`config.mk`:
```
export PLATFORM = sky130hd
export DESIGN_NAME = lcs_cascade_sync
export DESIGN_NICKNAME = d
export VERILOG_FILES = /design/src/rtl/lcs_pkg.sv /design/src/rtl/lcs_cascade_sync.sv
export SDC_FILE = /design/constraint.sdc
export NUM_CORES = 1
export LEC_CHECK = 0
export BUFFER_PORTS_ARGS = -buffer_cell sky130_fd_sc_hd__clkbuf_2
export CORE_MARGIN = 2
export CORE_UTILIZATION = 49
export DETAILED_ROUTE_END_ITERATION = 8
export GPL_TIMING_DRIVEN = 0
export HOLD_SLACK_MARGIN = 0.15
export MAX_ROUTING_LAYER = met4
export PLACE_DENSITY = 0.75
export SLEW_MARGIN = 20
export SYNTH_ARGS = -nofsm -noshare
export SYNTH_HDL_FRONTEND = slang
export SYNTH_SLANG_ARGS = --single-unit
```
`constraint.sdc`:
```
create_clock -name aclk -period 3.55 [get_ports aclk]
set_input_delay 0.71 -clock aclk [delete_from_list [all_inputs] [get_ports aclk]]
set_output_delay 0.71 -clock aclk [all_outputs]
set_load 0.03 [all_outputs]
```
`src/rtl/lcs_pkg.sv`:
```
// Constants and types for the LCD cascade alignment block
// Operation
// - Up to sixteen drivers share one bus, told apart by pins plus address bit
// - Device index is address bit times eight plus subaddress pins two..zero
// - After reset all drivers start aligned with no alignment pulse needed
// - Alignment line is open drain: device only pulls low, pull-up releases
// - Pull alignment line at onset of the last active backplane phase
// - Sample alignment line whenever this driver is not pulling it itself
// - On a detected pull, realign frame to the first driver that pulled
// - Mixed address bits plus multiplex mode may misalign; line recovers it
package lcs_pkg;
  localparam int CLK_HZ       = 10_000_000;
  localparam int OSC_HZ       = 1970;
  localparam int OSC_DIV_CYC  = CLK_HZ / OSC_HZ;
  localparam int FRAME_TICKS  = 24;
  localparam logic [11:0] ADDR_CTRL = 12'h000;
  localparam logic [11:0] ADDR_STAT = 12'h004;
  localparam logic [1:0] RESP_OKAY   = 2'h0;
  localparam logic [1:0] RESP_SLVERR = 2'h2;
  localparam int CTRL_W       = 5;
  localparam logic [4:0] CTRL_RST   = 5'h1e;
  localparam logic [5:0] SYNC_RST   = 6'h10;
  localparam int PIN_OSC      = 3;
  localparam int PIN_ALIGN    = 4;
  localparam int PIN_CLK      = 5;
  localparam int ST_INDEX_LSB = 0;
  localparam int ST_PHASE_LSB = 4;
  localparam int ST_DRIVE     = 6;
  localparam int ST_EXTCLK    = 7;
  localparam int ST_RECNT_LSB = 8;

  typedef struct packed {
    logic       enable;
    logic       clk_master;
    logic [1:0] mode;
    logic       sa_bit;
  } lcs_ctrl_t;

  typedef enum logic [1:0] {
    WR_IDLE = 2'b01,
    WR_RESP = 2'b10
  } lcs_wr_st_t;
endpackage

```
`src/rtl/lcs_cascade_sync.sv`:
```
// Cascade addressing and frame alignment of a multiplexed LCD driver
`timescale 1ns/1ps
module lcs_cascade_sync #(
  parameter int OSC_DIV = lcs_pkg::OSC_DIV_CYC
) (
  input  wire logic        aclk,
  input  wire logic        aresetn,
  input  wire logic        ce,
  input  wire logic [11:0] awaddr,
  input  wire logic        awvalid,
  output logic             awready,
  input  wire logic [31:0] wdata,
  input  wire logic [3:0]  wstrb,
  input  wire logic        wvalid,
  output logic             wready,
  output logic [1:0]       bresp,
  output logic             bvalid,
  input  wire logic        bready,
  input  wire logic [11:0] araddr,
  input  wire logic        arvalid,
  output logic             arready,
  output logic [31:0]      rdata,
  output logic [1:0]       rresp,
  output logic             rvalid,
  input  wire logic        rready,
  input  wire logic        hw_subaddr_pin_0,
  input  wire logic        hw_subaddr_pin_1,
  input  wire logic        hw_subaddr_pin_2,
  input  wire logic        oscillator_select_pin,
  input  wire logic        align_in,
  output logic             align_out,
  output logic             align_oe_n,
  input  wire logic        disp_clk_in,
  output logic             disp_clk_out,
  output logic             disp_clk_oe_n,
  output logic [3:0]       device_index,
  output logic             frame_start
);
  lcs_pkg::lcs_ctrl_t  ctrl_q;
  lcs_pkg::lcs_ctrl_t  wr_ctrl;
  lcs_pkg::lcs_wr_st_t wr_st_q;
  logic [5:0]  pin_meta_q;
  logic [5:0]  pin_sync_q;
  logic        clk_prev_q;
  logic        align_prev_q;
  logic [15:0] div_q;
  logic [4:0]  cnt_q;
  logic [1:0]  phase_q;
  logic [7:0]  recnt_q;
  logic        aw_have_q;
  logic        w_have_q;
  logic [11:0] aw_addr_q;
  logic [31:0] w_data_q;
  logic [3:0]  w_strb_q;
  logic        ext_sel;
  logic        tick;
  logic [4:0]  len;
  logic        wrap;
  logic        realign;
  logic        wr_fire;
  logic        mode_chg;
  logic [4:0]  cnt_d;
  logic [1:0]  phase_d;
  logic [31:0] stat;

  // Pins are asynchronous; first stage feeds only the second
  always_ff @(posedge aclk) begin
    if (!aresetn) begin
      pin_meta_q <= lcs_pkg::SYNC_RST;
      pin_sync_q <= lcs_pkg::SYNC_RST;
    end else if (ce) begin
      pin_meta_q <= {disp_clk_in, align_in, oscillator_select_pin,
                     hw_subaddr_pin_2, hw_subaddr_pin_1, hw_subaddr_pin_0};
      pin_sync_q <= pin_meta_q;
    end
  end

  always_ff @(posedge aclk) begin
    if (!aresetn) begin
      clk_prev_q   <= 1'b0;
      align_prev_q <= 1'b1;
    end else if (ce) begin
      clk_prev_q   <= pin_sync_q[lcs_pkg::PIN_CLK];
      align_prev_q <= pin_sync_q[lcs_pkg::PIN_ALIGN];
    end
  end

  always_ff @(posedge aclk) begin
    if (!aresetn) begin
      device_index <= 4'h0;
    end else if (ce) begin
      device_index <= {ctrl_q.sa_bit, pin_sync_q[2:0]};
    end
  end

  // Strapped external clock overrides the master bit
  assign ext_sel = pin_sync_q[lcs_pkg::PIN_OSC] | ~ctrl_q.clk_master;

  always_ff @(posedge aclk) begin
    if (!aresetn) begin
      div_q <= 16'h0000;
    end else if (ce) begin
      if (ext_sel || div_q == 16'(OSC_DIV - 1)) begin
        div_q <= 16'h0000;
      end else begin
        div_q <= div_q + 16'h0001;
      end
    end
  end

  always_ff @(posedge aclk) begin
    if (!aresetn) begin
      disp_clk_out  <= 1'b0;
      disp_clk_oe_n <= 1'b1;
    end else if (ce) begin
      disp_clk_out  <= !ext_sel && (div_q < 16'(OSC_DIV / 2));
      disp_clk_oe_n <= ext_sel;
    end
  end

  // Slaves count rising edges of the received clock only
  assign tick = ext_sel ? (pin_sync_q[lcs_pkg::PIN_CLK] & ~clk_prev_q)
                        : (div_q == 16'(OSC_DIV - 1));

  assign len  = 5'(lcs_pkg::FRAME_TICKS / (int'(ctrl_q.mode) + 1));
  assign wrap = tick && cnt_q == len - 5'h01;

  // Only a fall seen while released counts; own release never looks like one
  assign realign = ctrl_q.enable && align_oe_n
                   && align_prev_q
                   && !pin_sync_q[lcs_pkg::PIN_ALIGN];

  assign wr_fire  = wr_st_q == lcs_pkg::WR_IDLE && aw_have_q && w_have_q
                    && aw_addr_q == lcs_pkg::ADDR_CTRL && w_strb_q[0];
  assign wr_ctrl  = lcs_pkg::lcs_ctrl_t'(w_data_q[lcs_pkg::CTRL_W-1:0]);
  assign mode_chg = wr_fire && wr_ctrl.mode != ctrl_q.mode;

  always_comb begin
    cnt_d   = cnt_q;
    phase_d = phase_q;
    if (!ctrl_q.enable || mode_chg) begin
      cnt_d   = 5'h00;
      phase_d = 2'h0;
    end else if (realign) begin
      cnt_d   = 5'h00;
      phase_d = ctrl_q.mode;
    end else if (wrap) begin
      cnt_d   = 5'h00;
      phase_d = (phase_q == ctrl_q.mode) ? 2'h0 : phase_q + 2'h1;
    end else if (tick) begin
      cnt_d   = cnt_q + 5'h01;
    end
  end

  // Reset state is identical in every driver, so no pulse is needed
  always_ff @(posedge aclk) begin
    if (!aresetn) begin
      cnt_q   <= 5'h00;
      phase_q <= 2'h0;
    end else if (ce) begin
      cnt_q   <= cnt_d;
      phase_q <= phase_d;
    end
  end

  // Pull for the first tick of the last phase so static mode still releases
  always_ff @(posedge aclk) begin
    if (!aresetn) begin
      align_oe_n <= 1'b1;
      align_out  <= 1'b0;
    end else if (ce) begin
      align_oe_n <= !(ctrl_q.enable && !mode_chg && phase_d == ctrl_q.mode
                      && cnt_d == 5'h00);
      align_out  <= 1'b0;
    end
  end

  always_ff @(posedge aclk) begin
    if (!aresetn) begin
      frame_start <= 1'b0;
      recnt_q     <= 8'h00;
    end else if (ce) begin
      frame_start <= ctrl_q.enable && wrap && !realign
                     && !mode_chg && phase_q == ctrl_q.mode;
      if (realign && recnt_q != 8'hff) begin
        recnt_q <= recnt_q + 8'h01;
      end
    end
  end

  always_ff @(posedge aclk) begin
    if (!aresetn) begin
      ctrl_q <= lcs_pkg::CTRL_RST;
    end else if (ce && wr_fire) begin
      ctrl_q <= lcs_pkg::lcs_ctrl_t'(w_data_q[lcs_pkg::CTRL_W-1:0]);
    end
  end

  // Write channel: address and data taken in either order
  always_ff @(posedge aclk) begin
    if (!aresetn) begin
      wr_st_q   <= lcs_pkg::WR_IDLE;
      awready   <= 1'b1;
      wready    <= 1'b1;
      aw_have_q <= 1'b0;
      w_have_q  <= 1'b0;
      aw_addr_q <= 12'h000;
      w_data_q  <= 32'h0000_0000;
      w_strb_q  <= 4'h0;
      bvalid    <= 1'b0;
      bresp     <= lcs_pkg::RESP_OKAY;
    end else if (ce) begin
      if (awvalid && awready) begin
        aw_have_q <= 1'b1;
        aw_addr_q <= awaddr;
        awready   <= 1'b0;
      end
      if (wvalid && wready) begin
        w_have_q <= 1'b1;
        w_data_q <= wdata;
        w_strb_q <= wstrb;
        wready   <= 1'b0;
      end
      case (wr_st_q)
        lcs_pkg::WR_IDLE: begin
          if (aw_have_q && w_have_q) begin
            wr_st_q   <= lcs_pkg::WR_RESP;
            aw_have_q <= 1'b0;
            w_have_q  <= 1'b0;
            bvalid    <= 1'b1;
            bresp     <= (aw_addr_q == lcs_pkg::ADDR_CTRL
                          || aw_addr_q == lcs_pkg::ADDR_STAT)
                         ? lcs_pkg::RESP_OKAY : lcs_pkg::RESP_SLVERR;
          end
        end
        lcs_pkg::WR_RESP: begin
          if (bready) begin
            wr_st_q <= lcs_pkg::WR_IDLE;
            bvalid  <= 1'b0;
            awready <= 1'b1;
            wready  <= 1'b1;
          end
        end
        default: wr_st_q <= lcs_pkg::WR_IDLE;
      endcase
    end
  end

  always_comb begin
    stat = 32'h0000_0000;
    stat[lcs_pkg::ST_INDEX_LSB +: 4] = device_index;
    stat[lcs_pkg::ST_PHASE_LSB +: 2] = phase_q;
    stat[lcs_pkg::ST_DRIVE]          = !align_oe_n;
    stat[lcs_pkg::ST_EXTCLK]         = ext_sel;
    stat[lcs_pkg::ST_RECNT_LSB +: 8] = recnt_q;
  end

  // Read channel: one read at a time, answer one edge after the address
  always_ff @(posedge aclk) begin
    if (!aresetn) begin
      arready <= 1'b1;
      rvalid  <= 1'b0;
      rdata   <= 32'h0000_0000;
      rresp   <= lcs_pkg::RESP_OKAY;
    end else if (ce) begin
      if (arvalid && arready) begin
        arready <= 1'b0;
        rvalid  <= 1'b1;
        rresp   <= lcs_pkg::RESP_OKAY;
        case (araddr)
          lcs_pkg::ADDR_CTRL: rdata <= {27'h000_0000, ctrl_q};
          lcs_pkg::ADDR_STAT: rdata <= stat;
          default: begin
            rdata <= 32'h0000_0000;
            rresp <= lcs_pkg::RESP_SLVERR;
          end
        endcase
      end else if (rvalid && rready) begin
        rvalid  <= 1'b0;
        arready <= 1'b1;
      end
    end
  end
endmodule

```
==> impl_metrics.yaml <==
floorplanning:
  design.core.area_sq_um: 10700
  fp.dieH_um: 108
  placementRows: 38
  start_util: 0.498
  die_area_sq_um: 11800
  die_w_um: 108
  ios: 124
logic_synthesis:
  synth_simple_gate_area_frac: 0.252
  synth_top_cell_by_area: "dfxtp_1"
  seq_area_frac_synth: 0.385
  synth_cell_types: 70
  synth-compound-area-share: 0.146
  ys_async_sr_fraction: 0
  synth_top_family_by_area: "simple AND/OR/NAND/NOR gates"
  muxShareOfSynthArea: 0.0706
  synth_top_cell_area_share: 0.385
  synth_area_leaders: "dfxtp_1, nand2_1, mux2i_1, nor2_1, a21oi_1"
  synth_xor_area_frac: 0.0475
  synth_edf_count: 0
  synth-seq-cells: 103
  synth_cells: 654
  synth_fa_ha_area_frac: 0.0281
  yosysWarnings: 0
  synthFlopType: "dfxtp_1"
  syn_area_sq_um: 5350
  avgSynthCellArea_sq_um: 8.18
setup_path:
  rr_startpoint: "ctrl_q[1]"
  r2r_slack_ps: -170
  critPathLaunchType: "flip-flop"
  reg2reg_depth: 18
  worstPathArrival_ps: 3980
  required_ps: 3810
  endpoint_kind: "flip-flop"
  crit_type: "flip-flop to flip-flop"
  r2r_end: "align_oe_n"
  path_max_fanout: 8
sta:
  slew_viol_final: 0
  layout_setup_ws_ps: -169
  fmax_mhz: 269
  tns_ps: -865
  rsz0062_at_grt: "yes"
  finalClockSkew_ps: 19.1
  tightest_slew_ps: 1020
  slew_headroom: 0.315
  fin_crit_ps: 3720
  setup_viol: 9
  hold_viol: 0
  hold_ws_ps: 462
  layout_worst_path_cycle_share: 1.05
layout:
  multi_input_area_sq_um: 3210
  mostFrequentLayoutCell: "nand2_1"
  area_growth_pct: 26.1
  layout-drive-gt1-share: 0.251
  final_util: 0.628
  stdcell_area_sq_um: 6750
  final_cell_mix: "nand2_1, dfxtp_1, nor2_1, clkbuf_2, buf_4"
  n_fill_cell: 962
  insertedDiodeCount: 0
  register_area_sq_um: 2070
  num-nets-final: 876
drt:
  route.detailed.drc: 0
  dr.pass1.iters: 5
  drtAntennaViolNets: 0
  drt_iter0_markers: 249
  vias: 5054
  drt-wirelength-per-cell_um: 14.9
  viasPerCell: 5.41
  routed_wl_um: 14000
placed_design:
  gp_congestion: 0.854
  post-place-ws_ps: -454
  place.port_buffers: 72
  dpl_cell_area_sq_um: 6060
  hpwl_um: 10000
min_path:
  min_path_type: "flip-flop to flip-flop"
  hold_path_depth: 2
  hold_end: "aw_addr_q[8]"
  hp-start: "aw_addr_q[8]"
global_route:
  grt_pass1_vias: 4763
  grt_pass1_wl_um: 22900
  grt_antenna_before_repair: 0
  grt.overflow.total: 0
  grt_max_degree: 17
  grtUsageTotal: 0.251
cts:
  cts.htree.levels: 3
  worstSkewPairLatency_ps: 370
  cts_buffers: 9
  cts-root-buf: "clkbuf_8"
  clk_pin_slew_ps: 100
  cts_sinks: 103
  cts_tree: "built"
  clk_path_buf_depth: 2
status:
  violations: "setup timing"
  status: "complete, but fails checks"
run:
  maxCapViolCount: 0
power_and_ir_drop:
  ir_worst_vdd_uv: 309
  p_leak_nw: 2.85
  p_per_area_nw_per_um2: 330
[power breakdown]
group          switching [mW]  total, mW  internal, mW
registers              0.0184       1.20          1.18
clock network           0.391      0.786         0.395
logic                   0.153      0.240        0.0875
[critical path, cell delays in order (launching register included)]
cell,delay [ps]
dfxtp_4,410
ha_4,170
buf_8,120
inv_4,40
ha_4,160
buf_4,140
nor2_4,140
nand4_1,140
buf_4,170
a22oi_2,280
nor4b_2,100
or4b_4,540
a31oi_4,250
nor3_4,60
nor3b_4,270
buf_6,170
mux2_4,300
nand3_2,70
a41oi_2,80
[how the worst max path moves through the flow]
stage               from         end  slack [ps]  cells after the start
3_5_place_dp   ctrl_q[1]  align_oe_n        -450                     16
3_3_place_gp   ctrl_q[2]  align_oe_n        -460                     16
4_1_cts        ctrl_q[1]  align_oe_n        -130                     16
5_1_grt        ctrl_q[1]  align_oe_n        -310                     18
6_report       ctrl_q[1]  align_oe_n        -170                     18
2_1_floorplan  ctrl_q[1]  align_oe_n           8                     16
[cells in the mapped netlist, types with 7 or more instances]
cell,number
o21ai_0,18
a21oi_1,50
and3_1,7
dfxtp_1,103
xnor2_1,11
inv_1,13
ha_1,12
nand3_1,23
nand2_1,103
xor2_1,18
buf_4,20
nor3_1,10
clkbuf_1,26
nand4_1,13
nor2_1,74
mux2i_1,31
[cell families after synthesis]
| logic type | count (synthesis) |
|---|---|
| AOI/OAI and AO/OA | 121 |
| muxes | 37 |
| adders and majority gates | 12 |
| other | 1 |
| buffers and inverters | 71 |
| and+or+nand+nor | 280 |
| xor gates and xnor gates | 29 |
| DFF | 103 |
[through the flow]
stage	cells	total power, mW
final	934	2.23
after global routing	934	2.32
after CTS	923	2.24
after detailed placement	884	1.47
after global placement	884	1.46
after floorplan	672	1.39
[sequential cells by signal, indices dropped and copies added (netlist names), 2 cells and up]
signal,flops
recnt_q,8
div_q,16
aw_addr_q,12
phase_q,2
wr_st_q,2
rdata,16
device_index,4
pin_sync_q,6
ctrl_q,5
pin_meta_q,6
w_data_q,5
cnt_q,5
[routing by layer]
layer | routed length [um] | share of wire | track usage
met4 | 290 | 0.021 | 0.0806
met3 | 582 | 0.042 | 0.0434
met5 | 0 | 0 | -
met1 | 6200 | 0.44 | 0.315
met2 | 6880 | 0.49 | 0.412
[timing repair]
action,in CTS,in global routing
endpoints found under the setup margin,9,9
pin swaps,22,14
cloned,1,0
gates resized for setup,37,9
buffers inserted,23,11
hold buffers,0,0
[layout make-up]
cell class | count | share of cell area
multi-input combinational | 498 | 0.476
sequential | 103 | 0.307
timing repair buffer | 107 | 0.0944
buffer | 57 | 0.0560
tap | 140 | 0.0260
clock buffer | 10 | 0.0189
clock inverter | 5 | 0.0119
inverter | 14 | 0.0106
Power figures use the tool's default switching activity.
